==> config.mk <==
export PLATFORM = sky130hd
export DESIGN_NAME = scs_top
export DESIGN_NICKNAME = d
export VERILOG_FILES = /design/src/pkg/scs_pkg.sv /design/src/pkg/scs_strap_if.sv /design/src/design/scs_strap_capture.sv /design/src/design/scs_top.sv
export SDC_FILE = /design/constraint.sdc
export NUM_CORES = 1
export LEC_CHECK = 0
export ABC_AREA = 1
export BUFFER_PORTS_ARGS = -buffer_cell sky130_fd_sc_hd__buf_2
export CORE_MARGIN = 5
export CORE_UTILIZATION = 41
export DETAILED_ROUTE_END_ITERATION = 8
export GPL_TIMING_DRIVEN = 0
export PLACE_DENSITY = 0.74
export SETUP_SLACK_MARGIN = 0.2
export SYNTH_ARGS = -nofsm -noshare
export SYNTH_HDL_FRONTEND = slang
export SYNTH_SLANG_ARGS = --single-unit
==> constraint.sdc <==
create_clock -name clk_i -period 1 [get_ports clk_i]
set_clock_uncertainty 0.1 [all_clocks]
set_input_delay 0.05 -clock clk_i [delete_from_list [all_inputs] [get_ports clk_i]]
set_output_delay 0.05 -clock clk_i [all_outputs]
set_load 0.1 [all_outputs]
==> src/pkg/scs_pkg.sv <==
// Package: constants, register map and decode functions for the strap status block
package scs_pkg;

	// ************************************************************
	// Register map (printed offsets are word indices)
	// ************************************************************
	localparam logic [5:0] IDX_SOFT_STRAP = 6'h08;
	localparam logic [5:0] IDX_HARD_STRAP = 6'h09;
	localparam logic [5:0] IDX_BUS_ADDR = 6'h0A;
	localparam logic [5:0] IDX_IMAGE_REV = 6'h0B;
	localparam int ADDR_W = 8;
	localparam int DATA_W = 32;
	localparam int IDX_LSB = 2;

	// ************************************************************
	// Field positions
	// ************************************************************
	localparam int SEL_FLAG_BIT = 7;
	localparam int SOFT_CODE_LSB = 4;
	localparam int HARD_CODE_LSB = 2;
	localparam int ADDR_FIELD_LSB = 1;

	// ************************************************************
	// Values after reset and cycle counts
	// ************************************************************
	localparam logic [7:0] BUS_ADDR_RST = 8'h50;
	localparam logic [7:0] IMAGE_REV_RST = 8'h00;
	localparam logic [2:0] SOFT_CODE_RST = 3'h0;
	localparam logic [5:0] HARD_CODE_RST = 6'h00;
	localparam logic [2:0] SOFT_CODE_MAX = 3'h5;
	localparam int SYNC_STAGES = 2;
	localparam int LOAD_CYCLES_MAX = 4;

	// Low address bits from a three-level pin: low 0, mid 1, high 3
	function automatic logic [1:0] addr_low_bits(input logic lvl, input logic mid);
		addr_low_bits = mid ? 2'h1 : (lvl ? 2'h3 : 2'h0);
	endfunction

	// Soft code from a binary pin and a three-level pin
	function automatic logic [2:0] soft_pair_code(input logic hi_lvl, input logic lo_lvl,
		input logic lo_mid);
		logic [2:0] lo;
		lo = lo_mid ? 3'h1 : (lo_lvl ? 3'h2 : 3'h0);
		soft_pair_code = hi_lvl ? 3'(lo + 3'h3) : lo;
	endfunction

endpackage

==> src/pkg/scs_strap_if.sv <==
// Interface: captured strap values passed from the capture unit to the register block
`timescale 1ns/1ps
interface scs_strap_if;
	logic cap_pulse;
	logic strap_select_flag;
	logic [2:0] soft_strap_code;
	logic [5:0] hard_strap_code;
	logic [1:0] bus_address_field;

	modport producer (
		output cap_pulse,
		output strap_select_flag,
		output soft_strap_code,
		output hard_strap_code,
		output bus_address_field
	);
	modport consumer (
		input cap_pulse,
		input strap_select_flag,
		input soft_strap_code,
		input hard_strap_code,
		input bus_address_field
	);
endinterface

==> src/design/scs_strap_capture.sv <==
// Strap capture: pin synchronisers, capture at reset release, decode
`timescale 1ns/1ps
module scs_strap_capture (
	input wire logic clk_i,
	input wire logic rst_i,
	input wire logic strap_select_pin_i,
	input wire logic [5:0] hard_strap_pins_i,
	input wire logic [1:0] mid_level_input_i,
	scs_strap_if.producer strap
);

	// ************************************************************
	// Pin synchronisers
	// ************************************************************
	logic [8:0] sync1;
	logic [8:0] sync2;
	logic rst_d;
	logic cap_sel;
	logic [5:0] cap_pins;
	logic [1:0] cap_mid;

	// Two stages, free of reset so pins are sampled through reset
	always_ff @(posedge clk_i) begin
		sync1 <= {strap_select_pin_i, mid_level_input_i, hard_strap_pins_i};
		sync2 <= sync1;
	end

	// Delayed reset marks the release edge
	always_ff @(posedge clk_i) begin
		rst_d <= rst_i;
	end

	assign strap.cap_pulse = rst_d & ~rst_i;

	// ************************************************************
	// Capture at reset release only
	// ************************************************************
	always_ff @(posedge clk_i) begin
		if (rst_i) begin
			cap_sel <= 1'b0;
			cap_pins <= 6'h00;
			cap_mid <= 2'h0;
		end else if (strap.cap_pulse) begin
			cap_sel <= sync2[8];
			cap_mid <= sync2[7:6];
			cap_pins <= sync2[5:0];
		end
	end

	// ************************************************************
	// Decode of captured straps
	// ************************************************************
	always_ff @(posedge clk_i) begin
		if (rst_i) begin
			strap.strap_select_flag <= 1'b0;
			strap.soft_strap_code <= scs_pkg::SOFT_CODE_RST;
			strap.hard_strap_code <= scs_pkg::HARD_CODE_RST;
			strap.bus_address_field <= 2'h0;
		end else begin
			strap.strap_select_flag <= cap_sel;
			// Soft code zero in hard mode
			strap.soft_strap_code <= cap_sel ? scs_pkg::SOFT_CODE_RST :
				scs_pkg::soft_pair_code(cap_pins[3], cap_pins[2], cap_mid[1]);
			// Hard code zero in soft mode
			strap.hard_strap_code <= cap_sel ? cap_pins : scs_pkg::HARD_CODE_RST;
			strap.bus_address_field <= scs_pkg::addr_low_bits(cap_pins[1], cap_mid[0]);
		end
	end

endmodule

==> src/design/scs_top.sv <==
// Strap capture and configuration status registers behind a Wishbone slave
//
// Summary of operation
// - Strap settings are latched when reset is released and at no other time.
// - Soft strap status bit 7 shows captured strap select level, 1 is hard mode.
// - Soft mode bits 6:4 encode pin 3 and three-level pin 2 as codes 0 to 5.
// - Hard mode bits 7:2 of hard strap status hold pins 5 to 0.
// - In soft mode the hard strap code reads zero.
// - Bus address in bits 7:1, bits 7:3 from memory, default 0x50, bits 2:1 from pin 1.
// - Image revision comes from memory or fixed image, whichever is active.
// - Image revision is reloaded after every reset.
// - Image revision is reloaded whenever a memory commit completes in the run state.
// - All these registers are read-only; writes have no effect.
//
// The Wishbone register port is this design's own decision.
`timescale 1ns/1ps
module scs_top (
	input wire logic clk_i,
	input wire logic rst_i,
	// Wishbone slave
	input wire logic wb_cyc_i,
	input wire logic wb_stb_i,
	input wire logic wb_we_i,
	input wire logic [7:0] wb_adr_i,
	input wire logic [3:0] wb_sel_i,
	input wire logic [31:0] wb_dat_i,
	output logic [31:0] wb_dat_o,
	output logic wb_ack_o,
	// Strap pins
	input wire logic strap_select_pin_i,
	input wire logic [5:0] hard_strap_pins_i,
	input wire logic [1:0] mid_level_input_i,
	// Non-volatile memory and fixed image sources
	input wire logic [6:0] nvm_bus_addr_i,
	input wire logic [7:0] nvm_image_rev_i,
	input wire logic [7:0] rom_image_rev_i,
	input wire logic image_src_nvm_i,
	input wire logic commit_done_i
);

	// ************************************************************
	// Types and declarations
	// ************************************************************
	typedef enum logic [2:0] {
		ST_WAIT = 3'b001,
		ST_LOAD = 3'b010,
		ST_RUN = 3'b100
	} scs_state_e;

	scs_state_e state;
	scs_state_e next_state;
	logic [7:0] bus_address_status;
	logic [7:0] image_revision;
	logic [7:0] soft_strap_status;
	logic [7:0] hard_strap_status;
	logic [5:0] bus_idx;
	logic bus_req;
	logic [7:0] next_rd;
	logic [7:0] active_rev;
	logic cap_seen;

	scs_strap_if strap ();

	// ************************************************************
	// Strap capture unit
	// ************************************************************
	scs_strap_capture u_capture (
		.clk_i(clk_i),
		.rst_i(rst_i),
		.strap_select_pin_i(strap_select_pin_i),
		.hard_strap_pins_i(hard_strap_pins_i),
		.mid_level_input_i(mid_level_input_i),
		.strap(strap.producer)
	);

	// ************************************************************
	// Load sequencer
	// ************************************************************
	// Capture marker, one cycle after the capture pulse
	// Loading on the pulse itself would take the decode still in its reset state
	always_ff @(posedge clk_i) begin
		if (rst_i) begin
			cap_seen <= 1'b0;
		end else begin
			cap_seen <= strap.cap_pulse;
		end
	end

	// Wait for capture, load once, then run
	always_comb begin
		next_state = state;
		case (state)
			ST_WAIT: begin
				if (cap_seen) begin
					next_state = ST_LOAD;
				end
			end
			ST_LOAD: begin
				next_state = ST_RUN;
			end
			ST_RUN: begin
				next_state = ST_RUN;
			end
			default: begin
				next_state = ST_WAIT;
			end
		endcase
	end

	// State register
	always_ff @(posedge clk_i) begin
		if (rst_i) begin
			state <= ST_WAIT;
		end else begin
			state <= next_state;
		end
	end

	// ************************************************************
	// Address and revision loads
	// ************************************************************
	// Revision of whichever image is active
	assign active_rev = image_src_nvm_i ? nvm_image_rev_i : rom_image_rev_i;

	// Bus address: upper bits from memory, low bits from pin 1
	always_ff @(posedge clk_i) begin
		if (rst_i) begin
			bus_address_status <= scs_pkg::BUS_ADDR_RST;
		end else if (state == ST_LOAD) begin
			bus_address_status <= {nvm_bus_addr_i[6:2], strap.bus_address_field, 1'b0};
		end
	end

	// Revision reload after reset and on commit
	always_ff @(posedge clk_i) begin
		if (rst_i) begin
			image_revision <= scs_pkg::IMAGE_REV_RST;
		end else if (state == ST_LOAD) begin
			image_revision <= active_rev;
		end else if (state == ST_RUN && commit_done_i) begin
			image_revision <= active_rev;
		end
	end

	// ************************************************************
	// Status views
	// ************************************************************
	// Reserved bits tied to zero
	assign soft_strap_status = {strap.strap_select_flag, strap.soft_strap_code, 4'h0};
	assign hard_strap_status = {strap.hard_strap_code, 2'h0};

	// ************************************************************
	// Wishbone slave
	// ************************************************************
	assign bus_idx = wb_adr_i[7:2];
	assign bus_req = wb_cyc_i & wb_stb_i & ~wb_ack_o;

	// Read mux; unmapped indices return zero
	always_comb begin
		case (bus_idx)
			scs_pkg::IDX_SOFT_STRAP: next_rd = soft_strap_status;
			scs_pkg::IDX_HARD_STRAP: next_rd = hard_strap_status;
			scs_pkg::IDX_BUS_ADDR: next_rd = bus_address_status;
			scs_pkg::IDX_IMAGE_REV: next_rd = image_revision;
			default: next_rd = 8'h00;
		endcase
	end

	// One-cycle ack; writes are acknowledged and dropped
	always_ff @(posedge clk_i) begin
		if (rst_i) begin
			wb_ack_o <= 1'b0;
		end else begin
			wb_ack_o <= bus_req;
		end
	end

	// Read data, narrow value in the low byte
	always_ff @(posedge clk_i) begin
		if (rst_i) begin
			wb_dat_o <= 32'h0000_0000;
		end else if (bus_req && !wb_we_i) begin
			wb_dat_o <= {24'h00_0000, next_rd};
		end else begin
			wb_dat_o <= 32'h0000_0000;
		end
	end

	logic rd_ack;
	logic [5:0] ack_idx;
	logic [3:0] ack_sel;
	logic [31:0] ack_wdat;

	// Index of the request being answered
	always_ff @(posedge clk_i) begin
		if (rst_i) begin
			rd_ack <= 1'b0;
			ack_idx <= 6'h00;
			ack_sel <= 4'h0;
			ack_wdat <= 32'h0000_0000;
		end else begin
			rd_ack <= bus_req & ~wb_we_i;
			ack_idx <= bus_idx;
			ack_sel <= wb_sel_i;
			ack_wdat <= wb_dat_i;
		end
	end
endmodule

# After elaboration in Yosys (flattened, before gate mapping)
# Cells that the tools add are included.
[totals]
romBits = 0
mem_bits_rw = 0
word_cells = 54
in_bits = 83
mem_count = 0
latchBits = 0
ff_bits = 92
output_inout_bits = 33
[classes]
reduce_logical = 9
div_mod_pow = 0
shift = 0
multipliers = 0
n_eq_ne = 8
mux = 11
add_sub_neg = 1
n_bitwise = 7
magnitude_cmp = 0
[op_table]
columns = ["op", "count"]
rows = [
  ["8-bit case mux with 4 select lines", 1],
  ["6-bit by 4-bit equality test with 1-bit output, second input constant", 4],
  ["8-bit 2-to-1 mux", 3],
  ["2-bit OR reduction", 5],
  ["3-bit 2-to-1 mux", 3],
  ["3-bit case mux with 2 select lines", 1],
  ["2-bit 2-to-1 mux", 2],
  ["1-bit inverter", 4],
  ["3-bit by 2-bit adder with 3-bit output, second input constant", 1],
  ["1-bit AND", 3],
  ["3-bit by 1-bit equality test with 1-bit output, second input constant", 1],
  ["3-bit by 2-bit equality test with 1-bit output, second input constant", 1],
  ["3-bit equality test, second input constant", 1],
  ["1-bit logical AND", 2],
  ["2-bit != test, second input constant", 1],
  ["2-bit nonzero test", 1],
  ["1-bit logical NOT", 1],
  ["1-bit 2-to-1 mux", 1],
]

# Logic depth before layout (Yosys ltp)
# Gate-level depths: netlist (run 1).
[depth]
ltp_word = 5
ltp_mapped = 8
depth_no_buf = 7

# By module
# A second synthesis (run 1) with hierarchy kept.
[unflattened]
cells_unflattened = 293
hier_area_um2 = 2518.7
[modules_own_cells]
columns = ["module", "cells_each", "seq_area_each_um2", "area_per_inst_um2", "n_inst"]
rows = [
  ["scs_top", 197, 560.5, 1466.4, 1],
  ["scs_strap_capture", 96, 800.8, 1052.3, 1],
]

# Worst setup path before layout (run 1)
# Ideal clock, no wire load.
[synth_path]
kind = "register to register"
from = "register wb_ack_o"
to = "register wb_dat_o[2]"
setup_slack_ns = -0.527
stages_incl_launch_ff = 6
setup_ns = 0.109
arrival_time_ns = 1.318
path_cell_list = "dfxtp_1 nor3_4 nand3_2 inv_2 nand2_1 inv_1"
[synth_via]
elab_chain_cells = 5
[synth_rtl]
columns = ["element", "line_no", "rtl"]
rows = [
  ["start, declared", "scs_top.sv:28", "output logic wb_ack_o,"],
  ["start signal, assigned", "scs_top.sv:174", "wb_ack_o <= bus_req;"],
  ["1-bit inverter", "scs_top.sv:156", "assign bus_req = wb_cyc_i & wb_stb_i & ~wb_ack_o;"],
  ["1-bit AND", "scs_top.sv:156", ""],
  ["1-bit logical AND", "scs_top.sv:182", "end else if (bus_req && !wb_we_i) begin"],
  ["1-bit inverter (no line)", "n/a", ""],
  ["2-bit OR reduction (no line)", "n/a", ""],
  ["end signal, assigned", "scs_top.sv:183", "wb_dat_o <= {24'h00_0000, next_rd};"],
  ["end, declared", "scs_top.sv:27", "output logic [31:0] wb_dat_o,"],
]
# No other way between the ends.
# A chain may end at the register's enable or synchronous reset.

# Worst setup path after layout (run 1)
[layout_path]
from = "register state[2]"
to = "register image_revision[5]"
[layout_via]
elab_chain_cells = 3
[layout_rtl]
columns = ["element", "line_no", "rtl"]
rows = [
  ["start, declared", "scs_top.sv:50", "scs_state_e state;"],
  ["start signal, assigned", "scs_top.sv:115", "state <= next_state;"],
  ["3-bit equality test", "scs_top.sv:140", "end else if (state == ST_RUN && commit_done_i) begin"],
  ["1-bit logical AND", "scs_top.sv:140", ""],
  ["2-bit nonzero test (no line)", "n/a", ""],
  ["end signal, assigned", "scs_top.sv:137", "image_revision <= scs_pkg::IMAGE_REV_RST;"],
  ["end signal, assigned", "scs_top.sv:139", "image_revision <= active_rev;"],
  ["end signal, assigned", "scs_top.sv:141", "image_revision <= active_rev;"],
  ["end, declared", "scs_top.sv:53", "logic [7:0] image_revision;"],
]
# Parallel ways exist; a longest one is shown, timed or not.

==> run metrics, run 1 <==
GRT busiest layer=met2; Final WS setup=-0.101 ns; Final Hold Vio Count=8; Clock Sinks=68; Int Pwr=4.02 mW; Critical Path AT=1.24 ns; source of the worst hold timing path=nvm_image_rev_i[0]; antenna violations before repair=0; routed via count=2117; Buf/Inv on CP=2; Synth Instances=291; Rel. slew slack=0.635; core box area=0.00596 mm²; largest net degree at the start of global routing=15; clock latency on the worst-skew pair=0.35 ns; final wirelength=5.28 mm; Max VDD drop=1.15 mV; critical-path cell list=inv_4 -> nand3_4 -> nand2_4 -> inv_6 -> nor2_2 -> nor2_1; clk root buf=clkbuf_8; worst hold endpoint=image_revision[0]; drt first pass iters=4; NumNets Final=483; grt met3 use=0.0549; final weighted congestion in routability-driven placement=0.867; met2 Use GR=0.235; Reg2Reg Capture Point=image_revision[5]; r2r setup slk=-0.10 ns; Top delay family on crit path=simple AND/OR/NAND/NOR gates; clk slew on worst S/H paths=0.08 ns; Bufs on Longest Clock Path=2; dpl hpwl=3.56 mm; WHS=-0.0542 ns; RSZ-0062 raised after global routing=yes; crit share post-route=1.10; Initial DRC Count=85; grt total ovfl=0; Port Buffers=50; Slowest-stage cell, CP=dfxtp_4; vias in the first global route=2002; post-synth cell types=26; Ys Warns=0; minimum clock period after layout=1.10 ns; DRC violations left=0; GRT Overall Usage=0.142; fmax=0.908 GHz; r2r startpoint=state[2]; portion of total power attributed to sequential cells=0.489; Max Cap Viol=0; Wirelength per Cell=11.0 µm; via/cell ratio=4.41; R2R depth=6; hold crit path type=in2reg; GRT met1 Usage=0.157; num rows=28; fin. max-slew vios=0; initial core utilization=0.424; Critical Path RT=1.14 ns; Layout fillers=463; CP peak stage delay=0.37 ns; Slew @ Worst Pin=0.548 ns; Gate power share=0.163; kind of critical path=reg2reg; die height=88.4 µm; Finish-stage setup viols=23; io pins=116; P&R area growth vs syn=54.2%; Place WS=-0.125 ns; worst-path fanout max=8; post-route ant nets=0; DIE WIDTH=88.4 µm; pwr dens=1500 mW/mm²; run status=finished with violations; Worst path depth=6; DP Area=0.00302 mm²; leakage=1.72 nW; Worst Hold Path Cells=4; Final Cell Area=0.00389 mm²; H-tree Lvls=3; Net Sw Power=1.80 mW; Crit. End Element=register; sequential area share after synthesis=0.540; die area=0.00782 mm²; layout cells sized above 1=0.523; crit start category=register; antenna diode count=0; Clk pwr share=0.348; Pwr Total=5.82 mW; Hold Buf Count CTS=16; Synth Cell Area=0.00252 mm²; first-pass GRT wire length=8.45 mm; CTS tree=done; failing checks=negative hold slack, negative setup slack; Synth Area per Inst=8.67 µm²; Yosys reg bits=68; total clock buffers created by CTS=9; Sw Ratio=0.309
-- worst max-delay path by stage --
stage,slack (ns),startpoint,to
floorplan,-0.09,wb_ack_o,wb_dat_o[2]
global placement,-0.11,state[2],image_revision[5]
detailed placement,-0.12,state[2],image_revision[4]
CTS,-0.10,state[0],image_revision[4]
global route,-0.17,state[0],image_revision[5]
finish,-0.10,state[2],image_revision[5]
-- cells in the mapped netlist (all sizes together) --
cell type	instances	area, µm²
buf	26	200
nor2	55	238
nand3	33	180
nand4	1	6.26
inv	26	97.6
dfxtp	68	1360
nand2	41	174
o21ai	10	50.1
mux2	8	90.1
a22oi	1	7.51
clkbuf	3	12.5
nor3	3	26.3
a21oi	15	75.1
conb	1	3.75
-- metal layers --
layer  part of all wire  up-vias
met2               0.52       61
met1               0.38      941
met5                  0        -
met4              0.025        0
met3              0.076       15
li1                   -     1100
-- layout make-up --
type | count | area [µm²] | area share
clock inverter | 7 | 58.8 | 0.0151
buffer | 29 | 223 | 0.0573
clock buffer | 9 | 124 | 0.0319
multi-input combinational | 192 | 1240 | 0.320
timing repair buffer | 74 | 623 | 0.160
sequential | 68 | 1400 | 0.359
tap | 75 | 93.8 | 0.0241
inverter | 26 | 125 | 0.0322
-- power by group through the flow --
stage	sequential [mW]	combinational (mW)	clock [mW]
floorplan	2.90	0.650	0
global placement	2.89	0.778	0
detailed placement	2.90	0.786	0
CTS	2.84	0.889	2.09
global route	2.86	1.01	2.21
finish	2.84	0.948	2.03
-- cell families after synthesis --
group | count (synthesis) | share of synthesized area
simple gates | 133 | 0.248
flops | 68 | 0.540
buf+inv | 55 | 0.123
compound gates | 26 | 0.0526
mux | 8 | 0.0357
other cells | 1 | 0.00149
-- per-stage QoR --
stage	instances	TNS [ns]	hold slack (ns)	utilization
2_1_floorplan	314	-0.812	-0.0223	-
3_3_place_gp	439	-1.18	0.0519	0.506
3_5_place_dp	439	-1.50	0.0536	0.506
4_1_cts	477	-1.85	-0.0694	0.612
5_1_grt	480	-3.00	-0.0521	0.653
6_report	480	-1.38	-0.0542	0.653
-- worst register-to-register path, delay by kind of cell (launching register included) --
family | cells | cell delay [ns]
DFF | 1 | 0.37
buffers and inverters | 2 | 0.12
and+or+nand+nor | 4 | 0.42
-- sequential cells by signal, indices dropped and copies added, names as in the netlist, 2 cells and up --
| register | cells |
|---|---|
| image_revision | 8 |
| u_capture.cap_pins | 6 |
| wb_dat_o | 8 |
| u_capture.sync1 | 9 |
| u_capture.cap_mid | 2 |
| u_capture.strap.hard_strap_code | 6 |
| u_capture.sync2 | 9 |
| u_capture.strap.bus_address_field | 2 |
| state | 3 |
| bus_address_status | 7 |
| u_capture.strap.soft_strap_code | 3 |
-- cell usage in the layout, fill, tap and decap left out, drive strengths merged --
cell          netlist  layout
a21oi              15      15
a22oi               1       1
dlymetal6s4s        0       1
nand4               1       1
o21ai              10      10
clkinvlp            0       2
inv                26      29
buf                26      84
nor2               55      55
mux2                8       8
clkbuf              3      12
conb                1      24
nand2              41      42
nor3                3       3
clkinv              0       2
nand3              33      33
dfxtp              68      68
dlygate4sd3         0      15
-- what timing repair did --
action                     4_1_cts  5_1_grt
hold endpoints to repair        35       10
pin swaps                       15       16
resized for setup               77       65
setup endpoints to repair       53       56
gates cloned                     2        0
buffers inserted                 4        3
No activity file was read; power rests on OpenSTA's default activity.
==> inputs of run 2 (changes only) <==
==> constraint.sdc (replaced) <==
create_clock -name clk_i -period 1 [get_ports clk_i]
set_clock_uncertainty 0.1 [all_clocks]
set_input_delay 0.2 -clock clk_i [delete_from_list [all_inputs] [get_ports clk_i]]
set_output_delay 0.2 -clock clk_i [all_outputs]
set_load 0.1 [all_outputs]
==> run 2 against run 1 <==
Compared with the run above:
- count of clock-buffer cells in the layout did not move
- critical endpoint is now wb_ack_o
- wire length rose by 8.7%
- global-route usage rose by 0.62 points
- the flow still finishes with violations (negative hold slack, negative setup slack)
- clock power rose by 22%
==> run metrics, run 2 (same netlist as run 1, synthesis figures left out) <==
clk root buf=clkbuf_8 (unchanged); Layout Cells excl Fill=480 (unchanged); Critical Path RT=0.70 ns (was 1.14 ns); Clock Sinks=68 (unchanged); Bufs on Longest Clock Path=2 (unchanged); Max VDD drop=1.68 mV (was 1.15 mV); worst-path fanout max=2 (was 8); Port Buffers=50 (unchanged); CTS tree=done (unchanged); DRC violations left=0 (unchanged); RSZ-0062 raised after global routing=yes (unchanged); GRT busiest layer=met2 (unchanged); core box area=0.00596 mm² (unchanged); Buf/Inv on CP=1 (was 2); kind of critical path=reg2out (was reg2reg); antenna violations before repair=0 (unchanged); dpl hpwl=3.60 mm (was 3.56 mm); Final WS setup=-0.187 ns (was -0.101 ns); final wirelength=5.74 mm (was 5.28 mm); clk slew on worst S/H paths=0.08 ns (about the same); io pins=116 (unchanged); GRT met1 Usage=0.160 (was 0.157); routed via count=2126 (was 2117); drt first pass iters=4 (unchanged); Max Cap Viol=0 (unchanged); via/cell ratio=4.43 (was 4.41); commonest non-fill, non-tap cell in the layout=dfxtp_1 (unchanged); run status=finished with violations (unchanged); NumNets Final=483 (unchanged); Final Hold Vio Count=2 (was 8); hold crit path type=in2reg (unchanged); Crit. End Element=output port (was register); crit start category=register (unchanged); fin. max-slew vios=0 (unchanged); die area=0.00782 mm² (unchanged); commonest cells after routing, fill and taps aside=51 x dfxtp_1, 41 x buf_2, 27 x buf_4 (was 51 x dfxtp_1, 41 x buf_2, 28 x buf_4); initial core utilization=0.424 (unchanged); post-route ant nets=0 (unchanged); vias in the first global route=2031 (was 2002); failing checks=negative hold slack, negative setup slack (unchanged); grt total ovfl=0 (unchanged); DIE WIDTH=88.4 µm (unchanged); die height=88.4 µm (unchanged); CP peak stage delay=0.37 ns (about the same); WHS=-0.0492 ns (was -0.0542 ns); Hold Buf Count CTS=9 (was 16); H-tree Lvls=3 (unchanged); Wirelength per Cell=12.0 µm (was 11.0 µm); crit share post-route=1.19 (was 1.10); Initial DRC Count=46 (was 85); clock latency on the worst-skew pair=0.35 ns (about the same); Top delay family on crit path=flip-flops (was simple AND/OR/NAND/NOR gates); num rows=28 (unchanged); critical-path cell list=buf_12 (was inv_4 -> nand3_4 -> nand2_4 -> inv_6 -> nor2_2 -> nor2_1); largest net degree at the start of global routing=14 (was 15); Core Util, Final=0.680 (was 0.653); P&R area growth vs syn=60.5% (was 54.2%); Finish-stage setup viols=33 (was 23); pwr dens=1550 mW/mm² (was 1500 mW/mm²); grt met3 use=0.0577 (was 0.0549); total clock buffers created by CTS=9 (unchanged); layout cells sized above 1=0.558 (was 0.523); minimum clock period after layout=1.19 ns (was 1.10 ns); fmax=0.842 GHz (was 0.908 GHz); leakage=1.76 nW (was 1.72 nW); first-pass GRT wire length=8.78 mm (was 8.45 mm); antenna diode count=0 (unchanged); met2 Use GR=0.258 (was 0.235); final weighted congestion in routability-driven placement=0.829 (was 0.867); Critical Path AT=0.89 ns (was 1.24 ns); dpl cells=439 (unchanged); GRT Overall Usage=0.148 (was 0.142); Slowest-stage cell, CP=dfxtp_4 (unchanged); biggest registers after layout=u_capture.sync1 x9, u_capture.sync2 x9 (unchanged)
run 2: worst paths after layout:
check	start	endpoint	slack (ns)	cells after the start
min	nvm_bus_addr_i[5]	bus_address_status[6]	-0.05	3
min reg2reg	u_capture.sync1[1]	u_capture.sync2[1]	0.23	0
max reg2reg	state[0]	image_revision[7]	-0.15	6
max	wb_ack_o	wb_ack_o	-0.19	1
run 2: metrics by stage:
stage                     TNS (ns)  setup slack [ns]  area [µm²]  hold WS (ns)  power (mW)
after floorplan             -0.705           -0.0961        2690         0.128        3.54
after global placement       -4.95            -0.233        3040         0.202        3.66
after detailed placement     -5.30            -0.268        3040         0.204        3.67
after CTS                    -2.86            -0.207        3780       -0.0416        6.22
after global routing         -5.34            -0.216        4050       -0.0487        6.53
final                        -3.80            -0.187        4050       -0.0492        6.29
run 2: area by class of cell:
cell class / instances / area [µm²]
clock inverter: 7 / 98.8
sequential: 68 / 1420
timing repair buffer: 73 / 622
multi-input combinational: 193 / 1330
tap: 75 / 93.8
clock buffer: 9 / 124
inverter: 26 / 135
fill: 442 / 1910
buffer: 29 / 226
run 2: where the power goes:
part / total [mW] / internal, mW / switching, mW
Combinational: 0.988 / 0.305 / 0.683
Sequential: 2.83 / 2.77 / 0.0543
Clock: 2.48 / 1.41 / 1.06
run 2: layer usage:
metal  part of all wire  wire [µm]
met4              0.015         87
met5                  0          0
met1               0.36       2090
met3              0.068        389
met2               0.55       3170
run 2: what timing repair did:
action                                 4_1_cts  5_1_grt
cloned                                       3        0
pin swaps                                   22       13
setup endpoints to repair                   52       54
endpoints found under the hold margin       14        3
setup buffers                                8        5
gates resized for setup                    102       68
==> inputs of run 3 (changes only) <==
--- a/config.mk
+++ b/config.mk
@@ -5,13 +5,12 @@
 export SDC_FILE = /design/constraint.sdc
 export NUM_CORES = 1
 export LEC_CHECK = 0
-export ABC_AREA = 1
 export BUFFER_PORTS_ARGS = -buffer_cell sky130_fd_sc_hd__buf_2
 export CORE_MARGIN = 5
 export CORE_UTILIZATION = 41
 export DETAILED_ROUTE_END_ITERATION = 8
 export GPL_TIMING_DRIVEN = 0
-export PLACE_DENSITY = 0.74
+export PLACE_DENSITY = 0.75
 export SETUP_SLACK_MARGIN = 0.2
 export SYNTH_ARGS = -nofsm -noshare
 export SYNTH_HDL_FRONTEND = slang
==> run 3 against run 2 <==
Compared with the run above:
- the run still ends with negative hold slack, negative setup slack left
- cell area shrank 11%
- clock power shrank 21%
- sequential share of layout area grew 4.5 points
- register-to-register slack lost 0.21 ns
- total power shrank 10%
- setup slack lost 0.18 ns
- fmax shrank 13%
- critical path depth grew 4
- critical path type is now reg2reg
- largest cell class unchanged
- largest power group unchanged
==> run metrics, run 3 <==
run status=finished with violations (unchanged); failing checks=negative hold slack, negative setup slack (unchanged); Critical Path AT=1.52 ns (was 0.89 ns); crit start category=register (unchanged); fmax=0.733 GHz (was 0.842 GHz); Synth top area share=0.562 (was 0.540); minimum clock period after layout=1.36 ns (was 1.19 ns); R2R depth=5 (was 6); most common cell in the netlist=dfxtp_1 (unchanged); drt first pass iters=4 (unchanged); Most used DFF post-synth=dfxtp_1 (unchanged); Final WS setup=-0.363 ns (was -0.187 ns); r2r setup slk=-0.36 ns (was -0.15 ns); commonest cells after routing, fill and taps aside=51 x dfxtp_1, 39 x buf_2, 31 x buf_4 (was 51 x dfxtp_1, 41 x buf_2, 27 x buf_4); routed via count=1672 (was 2126); RSZ-0062 raised after global routing=yes (unchanged); CP peak stage delay=0.36 ns (was 0.37 ns); core box area=0.00582 mm² (was 0.00596 mm²); Initial DRC Count=64 (was 46); DIE WIDTH=86.8 µm (was 88.4 µm); final wirelength=4.79 mm (was 5.74 mm); hold crit path type=in2reg (unchanged); dpl cells=353 (was 439); clk slew on worst S/H paths=0.07 ns (was 0.08 ns); Max Cap Viol=0 (unchanged); initial core utilization=0.416 (was 0.424); NumNets Final=391 (was 483); post-synth cell types=30 (was 26); crit share post-route=1.36 (was 1.19); sequential area share after synthesis=0.562 (was 0.540); largest net degree at the start of global routing=11 (was 14); WHS=-0.0154 ns (was -0.0492 ns); Top delay family on crit path=flip-flops (unchanged); Worst path depth=5 (was 1); fin. max-slew vios=0 (unchanged); r2r startpoint=state[2] (was state[0]); Hold Buf Count CTS=9 (unchanged); antenna diode count=0 (unchanged); P&R area growth vs syn=48.2% (was 60.5%); Synth Area per Inst=11.7 µm² (was 8.67 µm²); Synth Instances=207 (was 291); Max VDD drop=1.09 mV (was 1.68 mV); Finish-stage setup viols=34 (was 33); Wirelength per Cell=12.3 µm (was 12.0 µm); die height=86.8 µm (was 88.4 µm); Layout Cells excl Fill=388 (was 480); commonest non-fill, non-tap cell in the layout=dfxtp_1 (unchanged); total clock buffers created by CTS=9 (unchanged); biggest registers after layout=u_capture.sync1 x9, u_capture.sync2 x9 (unchanged); Critical Path RT=1.15 ns (was 0.70 ns); num rows=28 (unchanged); Reg2Reg Capture Point=image_revision[0] (was image_revision[7]); io pins=116 (unchanged); worst-path fanout max=8 (was 2); Port Buffers=48 (was 50); EDFF count, synth=0 (unchanged); leakage=1.54 nW (was 1.76 nW); grt total ovfl=0 (unchanged); Crit. End Element=register (was output port); DRC violations left=0 (unchanged); dpl hpwl=3.25 mm (was 3.60 mm); critical-path cell list=nor4bb_1 -> buf_4 -> or2_1 -> buf_6 -> a211oi_2 (was buf_12); CP startpoint=state[2] (was wb_ack_o); post-route ant nets=0 (unchanged); Synth async-reset ratio=0 (unchanged); via/cell ratio=4.31 (was 4.43); kind of critical path=reg2reg (was reg2out); H-tree Lvls=3 (unchanged); first-pass GRT wire length=7.50 mm (was 8.78 mm); Bufs on Longest Clock Path=2 (unchanged); clk root buf=clkbuf_8 (unchanged); top post-synthesis cells by area=dfxtp_1 56%, mux2i_1 9.1%, buf_4 8.1% (was dfxtp_1 54%, nor2_1 7.4%, buf_4 7.1%); antenna violations before repair=0 (unchanged); final weighted congestion in routability-driven placement=0.835 (was 0.829); Slowest-stage cell, CP=dfxtp_4 (unchanged); CTS tree=done (unchanged); biggest area consumer among synthesized cells=dfxtp_1 (unchanged); Clock Sinks=68 (unchanged); vias in the first global route=1637 (was 2031); Yosys reg bits=68 (unchanged); Pwr Total=5.65 mW (was 6.29 mW); Buf/Inv on CP=2 (was 1); Critical Path Sink=image_revision[0] (was wb_ack_o); die area=0.00754 mm² (was 0.00782 mm²); Post-synth top cells=68 x dfxtp_1, 26 x buf_4, 22 x mux2i_1 (was 68 x dfxtp_1, 50 x nor2_1, 37 x nand2_1); Core Util, Final=0.617 (was 0.680); clock latency on the worst-skew pair=0.32 ns (was 0.35 ns); layout cells sized above 1=0.505 (was 0.558); pwr dens=1580 mW/mm² (was 1550 mW/mm²); Final Hold Vio Count=2 (unchanged); GRT Overall Usage=0.133 (was 0.148); Ys Warns=0 (unchanged); Synth Cell Area=0.00242 mm² (was 0.00252 mm²)
-- run 3: changes by cell type in the layout (fill, tap and decap cells not counted), sizes merged, moves of 5 or more --
cell,before,now
and2,0,6
o21ai,10,0
inv,27,1
nor3,3,12
nand2,42,1
mux2,8,3
nand3,34,1
nor2,55,21
mux2i,0,22
a21oi,15,0
a211oi,0,8
nor2b,0,9
-- run 3: logic make-up (layout without fill, tap and decap cells) --
family,Yosys count,after routing,synth area share
AND/OR/NAND/NOR,59,59,0.136
buffers and inverters,35,118,0.109
AO/OA/AOI/OAI,12,12,0.0382
XOR/XNOR,3,3,0.0109
other,1,24,0.00155
flip-flops,68,68,0.562
multiplexers,29,29,0.142
-- run 3: worst min-delay path by stage --
stage                         start               endpoint  cells past startpoint
4_1_cts           nvm_bus_addr_i[3]  bus_address_status[4]                      2
2_1_floorplan  hard_strap_pins_i[0]     u_capture.sync1[0]                      0
3_5_place_dp   mid_level_input_i[1]     u_capture.sync1[7]                      1
3_3_place_gp   mid_level_input_i[1]     u_capture.sync1[7]                      1
6_report          nvm_bus_addr_i[3]  bus_address_status[4]                      2
5_1_grt           nvm_bus_addr_i[3]  bus_address_status[4]                      2
-- run 3: per-stage QoR --
step	hold WS, ns	instance area, µm²	TNS, ns	setup WS [ns]
3_5_place_dp	0.204	2930	-9.05	-0.472
3_3_place_gp	0.203	2930	-8.44	-0.420
5_1_grt	-0.0204	3590	-9.55	-0.451
4_1_cts	-0.0248	3480	-7.18	-0.335
2_1_floorplan	0.128	2590	-5.45	-0.287
6_report	-0.0154	3590	-7.15	-0.363
-- run 3: final cells by class --
type / count / area [µm²]
Clock buffer: 14 / 163
Inverter: 1 / 3.75
Fill cell: 482 / 2230
Sequential cell: 68 / 1420
Timing Repair Buffer: 67 / 568
Tap cell: 75 / 93.8
Buffer: 34 / 282
Multi-Input combinational cell: 127 / 1050
Clock inverter: 2 / 8.76
-- run 3: power breakdown --
part | internal [mW] | leakage, nW | switching (mW)
Combinational | 0.307 | 0.885 | 0.570
Clock | 1.03 | 0.0881 | 0.920
Sequential | 2.77 | 0.569 | 0.0550
Total | 4.11 | 1.54 | 1.55
-- run 3: layer usage --
layer,global-route usage,up-vias,part of all wire
li1,-,867,-
met1,0.145,757,0.37
met2,0.233,42,0.55
met3,0.0371,6,0.057
met4,0.0722,0,0.013
met5,0,-,0
-- run 3: timing repair --
item	4_1_cts	5_1_grt
setup endpoints to repair	56	55
gates resized for setup	58	22
setup buffers	8	2
hold endpoints to repair	12	3
pin swaps	10	12
